[src/design/branch_unit_pkg.sv]
// package for the conditional branch unit: operation codes, widths, carriers
// assumes a 32-bit core with one branch delay slot
package branch_unit_pkg;
  localparam int unsigned DATA_W        = 32;
  localparam int unsigned OFFSET_W      = 16;
  localparam int unsigned LINK_REG_W    = 5;
  localparam logic [4:0]  LINK_REG_IDX  = 5'h1F;
  localparam logic [4:0]  ZERO_REG_IDX  = 5'h00;
  localparam logic [31:0] DELAY_SLOT_INC = 32'h00000004;
  localparam logic [31:0] LINK_INC       = 32'h00000008;
  localparam int unsigned SIGN_BIT      = 31;

  typedef enum logic [2:0] {
    OP_NONE,
    OP_BRANCH_GT_ZERO,
    OP_BRANCH_LT_ZERO,
    OP_BRANCH_LT_ZERO_LINK,
    OP_BRANCH_NOT_EQUAL,
    OP_BRANCH_GE_ZERO_LINK,
    OP_BREAKPOINT
  } branch_op_t;

  // one decoded branch-class instruction from the decode stage
  typedef struct packed {
    logic        valid;
    branch_op_t  op;
    logic [4:0]  src_a_idx;
    logic [31:0] src_a;
    logic [31:0] src_b;
    logic [15:0] offset;
    logic [19:0] code;
    logic [31:0] pc;
  } branch_req_t;

  // link register write toward the general register file
  typedef struct packed {
    logic        wr_en;
    logic [4:0]  wr_idx;
    logic [31:0] wr_data;
  } link_wr_t;

  // redirect and exception requests toward fetch
  typedef struct packed {
    logic        redirect;
    logic [31:0] target;
    logic        breakpoint;
    logic [31:0] epc;
    logic        in_delay_slot;
  } fetch_ctl_t;
endpackage

[src/design/branch_eval.sv]
// combinational condition and target evaluation for one branch instruction
// assumes operands are already read from the general register file
`timescale 1ns/10ps
`default_nettype none
module branch_eval (
  input  wire branch_unit_pkg::branch_req_t req,
  output logic                              taken,
  output logic                              links,
  output logic [31:0]                       target,
  output logic [31:0]                       link_addr
);
  import branch_unit_pkg::*;

  logic [31:0] off_ext;
  logic        a_neg;
  logic        a_zero;

  // 16-bit field shifted by one is a 17-bit signed offset
  assign off_ext   = {{(DATA_W - OFFSET_W - 1){req.offset[OFFSET_W-1]}}, req.offset, 1'b0};
  assign target    = req.pc + DELAY_SLOT_INC + off_ext;
  assign link_addr = req.pc + LINK_INC;
  assign a_neg     = req.src_a[SIGN_BIT];
  assign a_zero    = (req.src_a == '0);

  always_comb begin
    taken = 1'b0;
    links = 1'b0;
    case (req.op)
      OP_BRANCH_GT_ZERO:      taken = !a_neg && !a_zero;
      OP_BRANCH_LT_ZERO:      taken = a_neg;
      OP_BRANCH_LT_ZERO_LINK: begin
        taken = a_neg;
        links = 1'b1;
      end
      OP_BRANCH_NOT_EQUAL:    taken = (req.src_a != req.src_b);
      OP_BRANCH_GE_ZERO_LINK: begin
        // register zero reads as zero, so this is the always-taken call form
        taken = !a_neg || (req.src_a_idx == ZERO_REG_IDX);
        links = 1'b1;
      end
      default: begin
        taken = 1'b0;
        links = 1'b0;
      end
    endcase
  end
endmodule
`default_nettype wire

[src/design/conditional_branch_unit.sv]
// conditional branch unit: resolves branches, writes link, redirects fetch
// assumes decode presents one instruction per issue pulse, in program order
`timescale 1ns/10ps
`default_nettype none
module conditional_branch_unit #(
  parameter int unsigned WORD_W = 32,
  parameter int unsigned IDX_W  = 5
) (
  input  wire logic                        sys_clk,
  input  wire logic                        rst_b,
  input  wire branch_unit_pkg::branch_req_t req,
  input  wire logic                        slot_issue,
  input  wire logic                        slot_exception,
  output branch_unit_pkg::link_wr_t        link_wr,
  output branch_unit_pkg::fetch_ctl_t      fetch_ctl,
  output logic                             slot_pending
);
  import branch_unit_pkg::*;

  typedef enum logic [1:0] {
    ST_IDLE,
    ST_SLOT
  } state_t;

  ////////////////////////////////////////////////////////////////////////////
  // elaboration checks

  // the package carriers fix these sizes, so no other value can be served
  if (WORD_W != DATA_W) begin : g_word_w_check
    $error("word width must equal the carrier width");
  end
  if (IDX_W != LINK_REG_W) begin : g_idx_w_check
    $error("register index width must equal the carrier width");
  end
  if (WORD_W <= OFFSET_W + 1) begin : g_offset_w_check
    $error("word too narrow for the shifted offset");
  end
  if (SIGN_BIT != WORD_W - 1) begin : g_sign_bit_check
    $error("sign bit must be the top bit of the word");
  end
  if (LINK_INC != 2 * DELAY_SLOT_INC) begin : g_link_inc_check
    $error("link value must skip the branch and its slot");
  end

  ////////////////////////////////////////////////////////////////////////////
  // evaluation

  logic              taken;
  logic              links;
  logic [WORD_W-1:0] target;
  logic [WORD_W-1:0] link_addr;

  // condition, target and link value depend on the request alone
  branch_eval branch_eval_inst (
    .req       (req),
    .taken     (taken),
    .links     (links),
    .target    (target),
    .link_addr (link_addr)
  );

  ////////////////////////////////////////////////////////////////////////////
  // state

  // the branch address is kept so a faulting slot can restart it
  state_t            state_reg,  state_next;
  logic              taken_reg,  taken_next;
  logic [WORD_W-1:0] target_reg, target_next;
  logic [WORD_W-1:0] br_pc_reg,  br_pc_next;
  link_wr_t          link_reg,   link_next;
  fetch_ctl_t        ctl_reg,    ctl_next;

  ////////////////////////////////////////////////////////////////////////////
  // request decode

  logic slot_open;
  logic accept;
  logic is_trap;
  logic is_branch;
  logic slot_done;
  logic slot_fault;

  assign slot_open  = (state_reg == ST_SLOT);
  // a request while the slot is open is dropped: slots hold no branches
  assign accept     = req.valid && !slot_open;
  assign is_trap    = accept && (req.op == OP_BREAKPOINT);
  assign is_branch  = accept && (req.op != OP_NONE) && (req.op != OP_BREAKPOINT);
  // an exception in the slot wins over a completion in the same cycle
  assign slot_done  = slot_open && (slot_issue || slot_exception);
  assign slot_fault = slot_open && slot_exception;

  ////////////////////////////////////////////////////////////////////////////
  // delay slot tracking

  // one branch in flight; the next is accepted only from the cycle after the slot closes
  always_comb begin
    state_next  = state_reg;
    taken_next  = taken_reg;
    target_next = target_reg;
    br_pc_next  = br_pc_reg;
    case (state_reg)
      ST_IDLE: begin
        if (is_branch) begin
          // condition captured now; the transfer waits for the slot
          taken_next  = taken;
          target_next = target;
          br_pc_next  = req.pc;
          state_next  = ST_SLOT;
        end
      end
      ST_SLOT: begin
        // the slot is never nullified: it completes or faults
        if (slot_done) begin
          state_next = ST_IDLE;
        end
      end
      default: begin
        state_next = ST_IDLE;
      end
    endcase
  end

  always_ff @(posedge sys_clk) begin
    if (!rst_b) begin
      state_reg  <= ST_IDLE;
      taken_reg  <= 1'h0;
      target_reg <= '0;
      br_pc_reg  <= '0;
    end else begin
      state_reg  <= state_next;
      taken_reg  <= taken_next;
      target_reg <= target_next;
      br_pc_reg  <= br_pc_next;
    end
  end

  ////////////////////////////////////////////////////////////////////////////
  // link register write

  // a replayed branch writes the same value again, so restart is safe
  always_comb begin
    link_next = '0;
    if (is_branch && links) begin
      // written whether taken or not
      link_next.wr_en   = 1'h1;
      link_next.wr_idx  = LINK_REG_IDX;
      link_next.wr_data = link_addr;
    end
  end

  always_ff @(posedge sys_clk) begin
    if (!rst_b) begin
      link_reg <= '0;
    end else begin
      link_reg <= link_next;
    end
  end

  ////////////////////////////////////////////////////////////////////////////
  // fetch redirect and exceptions

  // every field is zero outside its one-cycle pulse
  always_comb begin
    ctl_next = '0;
    case (state_reg)
      ST_IDLE: begin
        if (is_trap) begin
          // code field never examined; the handler reads the word
          ctl_next.breakpoint = 1'h1;
          ctl_next.epc        = req.pc;
        end
      end
      ST_SLOT: begin
        if (slot_fault) begin
          // restart at the branch so it is evaluated again on return
          ctl_next.epc           = br_pc_reg;
          ctl_next.in_delay_slot = 1'h1;
        end else if (slot_done) begin
          // taken: go after the slot; untaken: fetch continues
          ctl_next.redirect = taken_reg;
          ctl_next.target   = taken_reg ? target_reg : '0;
        end
      end
      default: begin
        ctl_next = '0;
      end
    endcase
  end

  always_ff @(posedge sys_clk) begin
    if (!rst_b) begin
      ctl_reg <= '0;
    end else begin
      ctl_reg <= ctl_next;
    end
  end

  ////////////////////////////////////////////////////////////////////////////
  // outputs

  assign link_wr      = link_reg;
  assign fetch_ctl    = ctl_reg;
  assign slot_pending = slot_open;
endmodule
`default_nettype wire

[config.mk]
export PLATFORM = sky130hd
export DESIGN_NAME = conditional_branch_unit
export DESIGN_NICKNAME = d
export VERILOG_FILES = /design/src/design/branch_unit_pkg.sv /design/src/design/branch_eval.sv /design/src/design/conditional_branch_unit.sv
export SDC_FILE = /design/constraint.sdc
export NUM_CORES = 1
export LEC_CHECK = 0
export BUFFER_PORTS_ARGS = -buffer_cell sky130_fd_sc_hd__buf_2
export CORE_MARGIN = 2
export CORE_UTILIZATION = 35
export DETAILED_ROUTE_END_ITERATION = 7
export GPL_TIMING_DRIVEN = 0
export MAX_ROUTING_LAYER = met4
export PLACE_DENSITY = 0.59
export SLEW_MARGIN = 20
export SYNTH_ARGS = -nofsm -noshare
export SYNTH_HDL_FRONTEND = slang
export SYNTH_SLANG_ARGS = --single-unit
[constraint.sdc]
create_clock -name sys_clk -period 3.15 [get_ports sys_clk]
set_clock_uncertainty 0.2 [all_clocks]
set_input_delay 0.315 -clock sys_clk [delete_from_list [all_inputs] [get_ports sys_clk]]
set_output_delay 0.315 -clock sys_clk [all_outputs]
set_load 0.01 [all_outputs]
==> impl_results.md, run 1 <==
* Status: finished clean
* Routed Antenna Nets at 0
* Global-route wire length before repair at between 30000 and 40000 microns
* Ratio of cells with drive above 1 in the final layout at 0.246
* H-tree Lvls at 4
* Placer Congestion at slightly above 0.9
* Reg-to-reg endpoint: link_wr[25]
* Synth top area cells: dfxtp_1 41%, ha_1 9.3%, nand2_1 6.4%
* CP endpoint kind: register
* Pre-CTS setup slack at -0.174 ns
* Fin crit share at 0.974
* Critical path class: in -> reg
* Power after layout at 5.38 mW
* Root buf cell: clkbuf_16
* Post-Synth XOR/XNOR Area at 0.0850
* Die Wd at 156 microns
* Cell variety after synth at 59
* IO Port Bufs at 228
* Post-DR wirelength/cell at 16.4 microns
* Vias post-DR at 7474
* Clk Latency, worst-skew pair at 0.43 ns
* CP startpoint kind: primary input
* Max Slew Vio Count at 0
* Reg2reg setup slack at 0.40 ns
* Slew headroom at 0.508
* Max Clock Freq at 326 MHz
* Leading cell type in the layout, fill and taps excluded: buf_2
* Total GRT Usage at 0.208
* CTS max path bufs at 2
* Initial antenna violation count at 0
* Hold Path Depth at 3
* Arr. time, crit path at 3.25 ns
* Diodes inserted at 0
* Core area at between 20000 and 25000 sq um
* Required time of the worst setup path at around 3.3 ns
* WL final at 24400 microns
* Vias in the first global route at just over 7000
* Post-Syn Instances at 913
* Area grow syn2layout at 30.6%
* Via density at 5.02
* Adder-cell share of the synthesized area at 0.0959
* # setup viols final at 0
* GR Overflow Total at 0
* Worst Reg-to-Reg Cells at 7
* CTS sink count at 165
* Initial Util at 0.356
* DRC Markers at 0
* MaxCap Viol Count at 0
* Max VDD drop at 0.358 mV
* Post-DP HPWL at 18800 microns
* Layout Nets at ~1400
* Hold Path Origin: req[13]
* Rows at 55
* Sequential share of the synthesized area at 0.411
* Static Leakage at between 4 and 5 nW
* DIE AREA at 24200 sq um
* Hold Path Sink: link_wr[13]
* Setup WS post-layout at 0.0820 ns
* Main synth FF type: dfxtp_1
* #FFs+latches synth at 165
* Syn nets at 1119
* Total I/O pin count at 251
* Combinational family with the most area after synthesis: simple AND/OR/NAND/NOR gates
* Placed Instances at 1426
* DR iter-0 viols at 418
* Netlist Area Pre-Place at 8030 sq um
* Cell accounting for the most synthesized area: dfxtp_1
* Number of flops mapped to enable cells by yosys at 0
* Largest net degree at the start of global routing at 17
* CP Max Fanout at 6
* Die Y at around 160 microns
* Worst-Margin Slew at 0.735 ns
* Reg-to-reg critical path startpoint: state_reg[0]
* Synth warn at 0
* Commonest non-fill, non-tap cells in the layout: 232 x buf_2, 165 x dfxtp_1, 136 x nand2_1
* Synth Area in Simple Gates at 0.203
* Fillcell total at between 2000 and 2500
* Multiplexer area fraction after synthesis at 0.00545
* CTS tree: yes
* Finished Layout Cells at between 1000 and 1500
* Max reg flops at 67
* RSZ-0062 raised after global routing: true
* DRT Pass-1 Iters at 4
* Clock slew at reported path FFs at 0.07 ns
* Synth Area in Compound Gates at 0.158
* Final Hold Viols at 0
* Hold Crit Class: in -> reg
* Syn_area_per_cell at 8.80 sq um
* CTS Buf Count at 17
* PD cells at 513 nW/um^2
* FF+latch area at 3300 sq um
* Post-synth ARST share at 0
* Area of the multi-input gates at 4450 sq um
* Post-synth top area share at 0.411
* Minimum clock period at 3.07 ns
## synth_stat cells (3+ instances only)
| cell | n |
|---|---|
| or3_1 | 4 |
| a21o_1 | 10 |
| a21oi_1 | 92 |
| xnor2_1 | 20 |
| clkbuf_1 | 29 |
| o21bai_1 | 6 |
| nor3_1 | 6 |
| nand2_1 | 137 |
| buf_2 | 4 |
| buf_4 | 9 |
| buf_1 | 6 |
| nand2b_1 | 5 |
| and2_1 | 36 |
| a22o_1 | 32 |
| nand4_1 | 20 |
| nor4_1 | 16 |
| buf_6 | 3 |
| nand3b_1 | 4 |
| nand3_1 | 32 |
| xor2_1 | 58 |
| or4_1 | 5 |
| and3_1 | 10 |
| a211oi_1 | 7 |
| inv_1 | 15 |
| o21ai_0 | 29 |
| dfxtp_1 | 165 |
| ha_1 | 60 |
| nor2_1 | 52 |
## area by class of cell
| class | instances | share of cell area |
|---|---|---|
| multi-input combinational | 680 | 0.424 |
| sequential | 165 | 0.315 |
| timing repair buffer | 259 | 0.138 |
| clock buffer | 19 | 0.0422 |
| tap | 285 | 0.0340 |
| buffer | 53 | 0.0268 |
| clock inverter | 12 | 0.0147 |
| inverter | 15 | 0.00537 |
## report_power, final
part	total [mW]	internal, mW	switching [mW]
clock network	2.13	1.27	0.860
registers	2.22	2.18	0.0434
logic	1.03	0.419	0.615
## timing repair
item                                   CTS  global route
buffers inserted                         0             1
hold buffers                            30             0
gates resized for setup                  0             9
endpoints found under the hold margin   41             0
setup endpoints to repair                0             6
## critical path, stage by stage
cell	delay [ns]
dlygate4sd3_1	0.53
buf_2	0.16
ha_1	0.20
ha_1	0.39
and2_4	0.21
nand3_4	0.10
or3_1	0.42
a211oi_4	0.26
nor2_2	0.10
or4_1	0.47
nand3_1	0.07
## metal layers
metal / GRT usage / vias up / share of wire
li1: - / 3763 / -
met1: 0.280 / 3482 / 0.48
met2: 0.319 / 196 / 0.46
met3: 0.0376 / 33 / 0.044
met4: 0.0616 / 0 / 0.021
met5: - / - / 0
## worst max-delay path by stage
| stage | from | to | cells past startpoint |
|---|---|---|---|
| 6_report | req[16] | target_reg[27] | 11 |
| 5_1_grt | req[21] | target_reg[25] | 12 |
| 4_1_cts | req[20] | target_reg[27] | 10 |
| 3_5_place_dp | req[3] | target_reg[25] | 10 |
| 3_3_place_gp | req[8] | target_reg[25] | 10 |
| 2_1_floorplan | req[2] | target_reg[26] | 12 |
## kinds of logic (layout without fill, tap and decap cells)
kind of cell | count (synthesis) | in the layout
compound gates | 199 | 199
flops | 165 | 165
mux | 4 | 4
xor+xnor | 78 | 78
simple gates | 338 | 338
buf+inv | 68 | 358
fa+ha+maj | 61 | 61
## through the flow
stage	TNS, ns	area, sq um	util	hold WS (ns)
finish	0	10500	0.465	0.00906
global route	-0.00569	10500	0.465	0.0168
CTS	0	10400	0.462	0.00251
detailed placement	-0.939	9530	0.422	0.239
global placement	-0.935	9530	0.422	0.238
floorplan	0	8030	-	0.187
(Power assumes the default switching activity.)
==> inputs of run 2 (changes only) <==
--- a/config.mk
+++ b/config.mk
@@ -5,6 +5,7 @@
 export SDC_FILE = /design/constraint.sdc
 export NUM_CORES = 1
 export LEC_CHECK = 0
+export ABC_AREA = 1
 export BUFFER_PORTS_ARGS = -buffer_cell sky130_fd_sc_hd__buf_2
 export CORE_MARGIN = 2
 export CORE_UTILIZATION = 35
==> impl_results.md, run 2 <==
* CP endpoint kind: register (unchanged)
* Post-layout util at 0.449 (was 0.465)
* Leading cell type in the layout, fill and taps excluded: nand2_1 (was buf_2)
* Hold Crit Class: in -> reg (unchanged)
* Top-count cell post-synth: nand2_1 (was dfxtp_1)
* Sw Pwr at 1.71 mW (was 1.52 mW)
* Internal at 3.70 mW (was 3.86 mW)
* # setup viols final at 0 (unchanged)
* CTS tree: yes (unchanged)
* Post-synth top area share at 0.377 (was 0.411)
* Sequential share of the synthesized area at 0.377 (was 0.411)
* CP startpoint kind: primary input (unchanged)
* Hold Path Sink: fetch_ctl[0] (was link_wr[13])
* Max Clock Freq at 351 MHz (was 326 MHz)
* Static Leakage at 5.74 nW (was 4.78 nW)
* Number of flops mapped to enable cells by yosys at 0 (unchanged)
* Diodes inserted at 0 (unchanged)
* Root buf cell: clkbuf_16 (unchanged)
* Final Hold Viols at 0 (unchanged)
* H-tree Lvls at 4 (unchanged)
* CTS max path bufs at 2 (unchanged)
* Post-Syn Instances at 1248 (was 913)
* Syn_area_per_cell at 7.01 sq um (was 8.80 sq um)
* Via density at 4.75 (was 5.02)
* Max reg flops at 67 (unchanged)
* Fillcell total at 2606 (was 2249)
* Initial Util at 0.358 (was 0.356)
* Hold Path Origin: slot_exception (was req[13])
* Ratio of cells with drive above 1 in the final layout at 0.194 (was 0.246)
* DR iter-0 viols at 493 (was 418)
* Worst-Margin Slew at 0.712 ns (was 0.735 ns)
* Die Wd at 162 microns (was 156 microns)
* Max VDD drop at 0.344 mV (was 0.358 mV)
* Sw Ratio at 0.316 (was 0.282)
* Top cells by count, synth: 257 x nand2_1, 217 x inv_1, 165 x dfxtp_1, 133 x nor2_1, 100 x o21ai_0 (was 165 x dfxtp_1, 137 x nand2_1, 92 x a21oi_1, 60 x ha_1, 58 x xor2_1)
* Slew headroom at 0.525 (was 0.508)
* Syn nets at 1454 (was 1119)
* Reg2reg setup slack at 0.80 ns (was 0.40 ns)
* Worst path max stage delay at 0.52 ns (was 0.53 ns)
* PD cells at 493 nW/um^2 (was 513 nW/um^2)
* Clock Power Share at 0.377 (was 0.395)
* Hold Path Depth at 3 (unchanged)
* Reg-to-reg endpoint: link_wr[5] (was link_wr[25])
* Arr. time, crit path at 2.99 ns (was 3.25 ns)
* Vias post-DR at 8760 (was 7474)
* Layout Nets at 1714 (was 1397)
* Minimum clock period at 2.85 ns (was 3.07 ns)
* Synth warn at 0 (unchanged)
* DRT Pass-1 Iters at 5 (was 4)
* #FFs+latches synth at 165 (unchanged)
* Most common cell on crit path: nand2_1 (was ha_1)
* CP Max Fanout at 4 (was 6)
* Status: finished clean (unchanged)
* Max Slew Vio Count at 0 (unchanged)
* Rows at 57 (was 55)
* Cell accounting for the most synthesized area: dfxtp_1 (unchanged)
* Fin crit share at 0.904 (was 0.974)
* FF+latch area at 3300 sq um (unchanged)
* Delay-heaviest family, CP: simple AND/OR/NAND/NOR gates (unchanged)
* Clk Latency, worst-skew pair at 0.43 ns (about the same)
* Part of the power in registers at 0.414 (was 0.413)
* Hold Buf Count CTS at 11 (was 30)
* Main synth FF type: dfxtp_1 (unchanged)
* Critical path class: in -> reg (unchanged)
* DRC Markers at 0 (unchanged)
* RSZ-0062 raised after global routing: false (was true)
* Post-DP HPWL at 22100 microns (was 18800 microns)
* Core area at 24500 sq um (was 22600 sq um)
* Area of the multi-input gates at 4460 sq um (was 4450 sq um)
* Cell variety after synth at 36 (was 59)
* Reg-to-reg critical path startpoint: state_reg[0] (unchanged)
* Placer Congestion at 0.936 (was 0.912)
* WL final at 27800 microns (was 24400 microns)
* CP cell instances: dlygate4sd3_1 > buf_2 > inv_1 > ha_1 > inv_1 > ha_1 > fa_1 > nand3_1 > nand2_1 > nand2_1 > nand2_1 > nand2_1 > nand2_1 > nand2_1 > nand2_1 > nand2_1 > nand3_1 > nand2_1 > inv_1 (was dlygate4sd3_1 > buf_2 > ha_1 > ha_1 > and2_4 > nand3_4 > or3_1 > a211oi_4 > nor2_2 > or4_1 > nand3_1)
* Routed Antenna Nets at 0 (unchanged)
* Synth top area cells: dfxtp_1 38%, nand2_1 11%, inv_1 9.3% (was dfxtp_1 41%, ha_1 9.3%, nand2_1 6.4%)
* Slowest stage cell, crit path: dlygate4sd3_1 (unchanged)
* CTS Buf Count at 17 (unchanged)
* CTS sink count at 165 (unchanged)
* Total GRT Usage at 0.217 (was 0.208)
* Post-CTS Resized at 0 (unchanged)
* DIE AREA at 26300 sq um (was 24200 sq um)
* Area grow syn2layout at 25.6% (was 30.6%)
* Comb pwr share at 0.208 (was 0.192)
* MaxCap Viol Count at 0 (unchanged)
* Post-DR wirelength/cell at 15.1 microns (was 16.4 microns)
* WP buf/inv at 5 (was 2)
* Largest net degree at the start of global routing at 17 (unchanged)
* Die Y at 162 microns (was 156 microns)
* Global-route wire length before repair at 43200 microns (was 38500 microns)
* Fin Setup TNS at 0 ns (unchanged)
* Post-CTS Setup Inserts at 0 (unchanged)
* Commonest non-fill, non-tap cells in the layout: 257 x nand2_1, 240 x buf_2, 217 x inv_1 (was 232 x buf_2, 165 x dfxtp_1, 136 x nand2_1)
* Worst Reg-to-Reg Cells at 10 (was 7)
* Total I/O pin count at 251 (unchanged)
* Vias in the first global route at 8232 (was 7225)
* Required time of the worst setup path at 3.29 ns (was 3.33 ns)
* IO Port Bufs at 230 (was 228)
* Post-synth ARST share at 0 (unchanged)
* Initial antenna violation count at 0 (unchanged)
* Clock slew at reported path FFs at 0.07 ns (about the same)
* GR Overflow Total at 0 (unchanged)
* Netlist Area Pre-Place at 8750 sq um (was 8030 sq um)
## run 2: logic make-up after synthesis
| logic type | after synthesis | synth area share |
|---|---|---|
| adder cells (fa/ha/maj) | 61 | 0.0881 |
| AO/OA/AOI/OAI | 227 | 0.136 |
| flip-flops | 165 | 0.377 |
| XOR/XNOR | 44 | 0.0440 |
| AND/OR/NAND/NOR | 496 | 0.241 |
| buffers and inverters | 255 | 0.113 |
## run 2: worst register-to-register path, stage by stage (launching register included)
cell     delay (ns)
dfxtp_1        0.34
inv_1          0.16
nand2_1        0.07
inv_1          0.08
o31ai_1        0.10
nor2_4         0.34
nand2_2        0.23
nor2_4         0.22
inv_2          0.08
buf_2          0.21
nor3_1         0.23
## run 2: through the flow
| step | total power, mW | setup WS [ns] | hold WS, ns | area [sq um] | instances |
|---|---|---|---|---|---|
| floorplan | 2.99 | 0.774 | 0.187 | 8750 | 1248 |
| global placement | 3.39 | 0.317 | 0.227 | 10300 | 1802 |
| detailed placement | 3.40 | 0.331 | 0.226 | 10300 | 1802 |
| CTS | 5.45 | 0.296 | 0.00433 | 11000 | 1845 |
| global route | 5.71 | 0.0887 | 0.0279 | 11000 | 1845 |
| finish | 5.42 | 0.303 | 0.0117 | 11000 | 1845 |
## run 2: metal layers
layer  up-vias  share of wire  GRT usage
met5         -              0          -
met4         0          0.022     0.0700
met3        36          0.065     0.0340
met2       312           0.46      0.358
met1      3917           0.46      0.274
li1       4495              -          -
## run 2: layout make-up
| cell class | instances | area share |
|---|---|---|
| multi-input combinational | 828 | 0.405 |
| sequential | 165 | 0.300 |
| timing repair buffer | 241 | 0.115 |
| inverter | 219 | 0.0748 |
| clock buffer | 20 | 0.0424 |
| tap | 324 | 0.0369 |
| buffer | 36 | 0.0155 |
| clock inverter | 12 | 0.00990 |
## run 2: worst max path at each step
stage                 start             end  slack (ns)  cells after the start
finish               req[2]  target_reg[28]        0.30                     19
global route         req[2]  target_reg[28]        0.09                     19
CTS                  req[2]  target_reg[28]        0.30                     19
detailed placement  req[67]  target_reg[28]        0.33                     12
global placement    req[67]  target_reg[28]        0.32                     12
floorplan            req[2]  target_reg[28]        0.77                     17
## run 2: power groups by stage
stage / logic (mW) / clock network [mW] / registers (mW)
5_1_grt: 1.28 / 2.18 / 2.25
6_report: 1.13 / 2.04 / 2.24
2_1_floorplan: 0.701 / 0 / 2.29
3_5_place_dp: 1.11 / 0 / 2.29
3_3_place_gp: 1.10 / 0 / 2.29
4_1_cts: 1.13 / 2.08 / 2.24
==> inputs of run 3 (changes only) <==
--- a/config.mk
+++ b/config.mk
@@ -13,6 +13,7 @@
 export GPL_TIMING_DRIVEN = 0
 export MAX_ROUTING_LAYER = met4
 export PLACE_DENSITY = 0.59
+export REMOVE_ABC_BUFFERS = 1
 export SLEW_MARGIN = 20
 export SYNTH_ARGS = -nofsm -noshare
 export SYNTH_HDL_FRONTEND = slang
==> impl_results.md, run 3 (synthesis results as in run 2) <==
* Status: finished clean (unchanged)
* Pre-CTS setup slack at 0.277 ns (was 0.331 ns)
* CP cell instances: dlygate4sd3_1 > buf_2 > inv_1 > ha_1 > inv_1 > ha_1 > fa_1 > nand3_1 > nand2_1 > nand2_1 > nand2_1 > nand2_1 > nand2_1 > nand2_1 > nand2_1 > nand2_1 > nand3_1 > nand2_1 > inv_1 (unchanged)
* Max reg flops at 67 (unchanged)
* Comb pwr share at 0.198 (was 0.208)
* Sw Ratio at 0.321 (was 0.316)
* Diodes inserted at 0 (unchanged)
* Design area at 10900 sq um (was 11000 sq um)
* Power after layout at 5.41 mW (was 5.42 mW)
* PD cells at 494 nW/um^2 (was 493 nW/um^2)
* CTS Buf Count at 17 (unchanged)
* DR iter-0 viols at 461 (was 493)
* Post-layout util at 0.447 (was 0.449)
* DIE AREA at 26300 sq um (unchanged)
* Post-DP HPWL at 19500 microns (was 22100 microns)
* Ratio of cells with drive above 1 in the final layout at 0.190 (was 0.194)
* Fin crit share at 0.923 (was 0.904)
* Max Clock Freq at 344 MHz (was 351 MHz)
* Hold Crit Class: in -> reg (unchanged)
* RSZ-0062 raised after global routing: false (unchanged)
* Worst path max stage delay at 0.52 ns (about the same)
* Total I/O pin count at 251 (unchanged)
* WP buf/inv at 5 (unchanged)
* H-tree Lvls at 4 (unchanged)
* Via density at 4.67 (was 4.75)
* Rows at 57 (unchanged)
* IO Port Bufs at 230 (unchanged)
* Finished Layout Cells at 1815 (was 1845)
* Slew headroom at 0.329 (was 0.525)
* CTS max path bufs at 2 (unchanged)
* Worst-Margin Slew at 1.00 ns (was 0.712 ns)
* Initial Util at 0.358 (unchanged)
* Final Hold Viols at 0 (unchanged)
* Fillcell total at 2490 (was 2606)
* Clk Latency, worst-skew pair at 0.42 ns (was 0.43 ns)
* Layout Nets at 1684 (was 1714)
* Setup WS post-layout at 0.242 ns (was 0.303 ns)
* Static Leakage at 5.70 nW (was 5.74 nW)
* Vias post-DR at 8484 (was 8760)
* CP endpoint kind: register (unchanged)
* Post-CTS Setup Inserts at 0 (unchanged)
* Core area at 24500 sq um (unchanged)
* Placed Instances at 1770 (was 1802)
* Critical path class: in -> reg (unchanged)
* Placer Congestion at 0.883 (was 0.936)
* Vias in the first global route at 8150 (was 8232)
* Clock slew at reported path FFs at 0.07 ns (about the same)
* GR Overflow Total at 0 (unchanged)
* Post-DR wirelength/cell at 13.7 microns (was 15.1 microns)
* Most common cell on crit path: nand2_1 (unchanged)
* Part of the power in registers at 0.414 (about the same)
* CP startpoint kind: primary input (unchanged)
* Largest net degree at the start of global routing at 48 (was 17)
* Routed Antenna Nets at 0 (unchanged)
* Global-route wire length before repair at 40200 microns (was 43200 microns)
* CTS tree: yes (unchanged)
* Max VDD drop at 0.402 mV (was 0.344 mV)
* Commonest non-fill, non-tap cells in the layout: 257 x nand2_1, 230 x buf_2, 216 x inv_1 (was 257 x nand2_1, 240 x buf_2, 217 x inv_1)
* CTS sink count at 165 (unchanged)
* DRT Pass-1 Iters at 7 (was 5)
* # setup viols final at 0 (unchanged)
* MaxCap Viol Count at 0 (unchanged)
* Area grow syn2layout at 25.0% (was 25.6%)
* Max Slew Vio Count at 0 (unchanged)
* Arr. time, crit path at 3.03 ns (was 2.99 ns)
* Minimum clock period at 2.91 ns (was 2.85 ns)
* Clock Power Share at 0.387 (was 0.377)
* DRC Markers at 0 (unchanged)
* Root buf cell: clkbuf_16 (unchanged)
* Die Wd at 162 microns (unchanged)
* Slowest stage cell, crit path: dlygate4sd3_1 (unchanged)
* Initial antenna violation count at 0 (unchanged)
* Sw Pwr at 1.74 mW (was 1.71 mW)
* WHS at 0.0106 ns (was 0.0117 ns)
* WL final at 24900 microns (was 27800 microns)
* Die Y at 162 microns (unchanged)
* Internal at 3.67 mW (was 3.70 mW)
* Area after DPL at 10200 sq um (was 10300 sq um)
* Total GRT Usage at 0.196 (was 0.217)
* Fin Setup TNS at 0 ns (unchanged)
* Delay-heaviest family, CP: simple AND/OR/NAND/NOR gates (unchanged)
* Leading cell type in the layout, fill and taps excluded: nand2_1 (unchanged)
* Required time of the worst setup path at 3.27 ns (was 3.29 ns)
* CP Max Fanout at 4 (unchanged)
[run 3: cell count changes in the layout (fill, tap and decap cells not counted), sizes merged]
cell,change
buf,-12
clkbuf,-23
dlygate4sd3,+2
clkinv,+7
inv,-3
clkinvlp,-1
[run 3: path summary, 6_finish.rpt]
check / endpoint / slack [ns] / cells past startpoint / start
worst min register to register: fetch_ctl[64] / 0.22 / 2 / target_reg[30]
worst max-delay path: target_reg[28] / 0.24 / 19 / req[2]
worst max register to register: link_wr[8] / 0.36 / 10 / state_reg[0]
worst min-delay path: link_wr[6] / 0.01 / 3 / req[6]
[run 3: power groups by stage]
stage,clock (mW),combinational (mW),sequential [mW]
6_report,2.10,1.07,2.24
5_1_grt,2.23,1.23,2.25
4_1_cts,2.14,1.07,2.24
3_5_place_dp,0,1.05,2.29
3_3_place_gp,0,1.03,2.29
2_1_floorplan,0,0.677,2.29
[run 3: what timing repair did]
item | CTS | global route
hold buffers | 13 | 0
hold endpoints to repair | 19 | 0
resized for setup | 0 | 0
[run 3: worst min-delay path, stage by stage]
cell,delay [ns]
buf_2,0.14
nand2_1,0.07
a21oi_1,0.06
[run 3: final cells by class]
| cell class | instances | area (sq um) | share of cell area |
|---|---|---|---|
| flip-flops and latches | 165 | 3300 | 0.302 |
| clock inverters | 15 | 179 | 0.0164 |
| multi-input cells | 828 | 4460 | 0.407 |
| clock buffers | 17 | 425 | 0.0389 |
| well taps | 324 | 405 | 0.0370 |
| inverters | 219 | 822 | 0.0751 |
| repair buffers | 247 | 1350 | 0.123 |
[run 3: per-layer routing]
metal  routed length (microns)  vias up  share of wire  global-route usage
met2                     11400      250           0.46               0.317
met3                      1540       41          0.062              0.0391
li1                          -     4436              -                   -
met1                     11500     3757           0.46               0.245
met4                       564        0          0.023              0.0672
met5                         0        -              0                   -
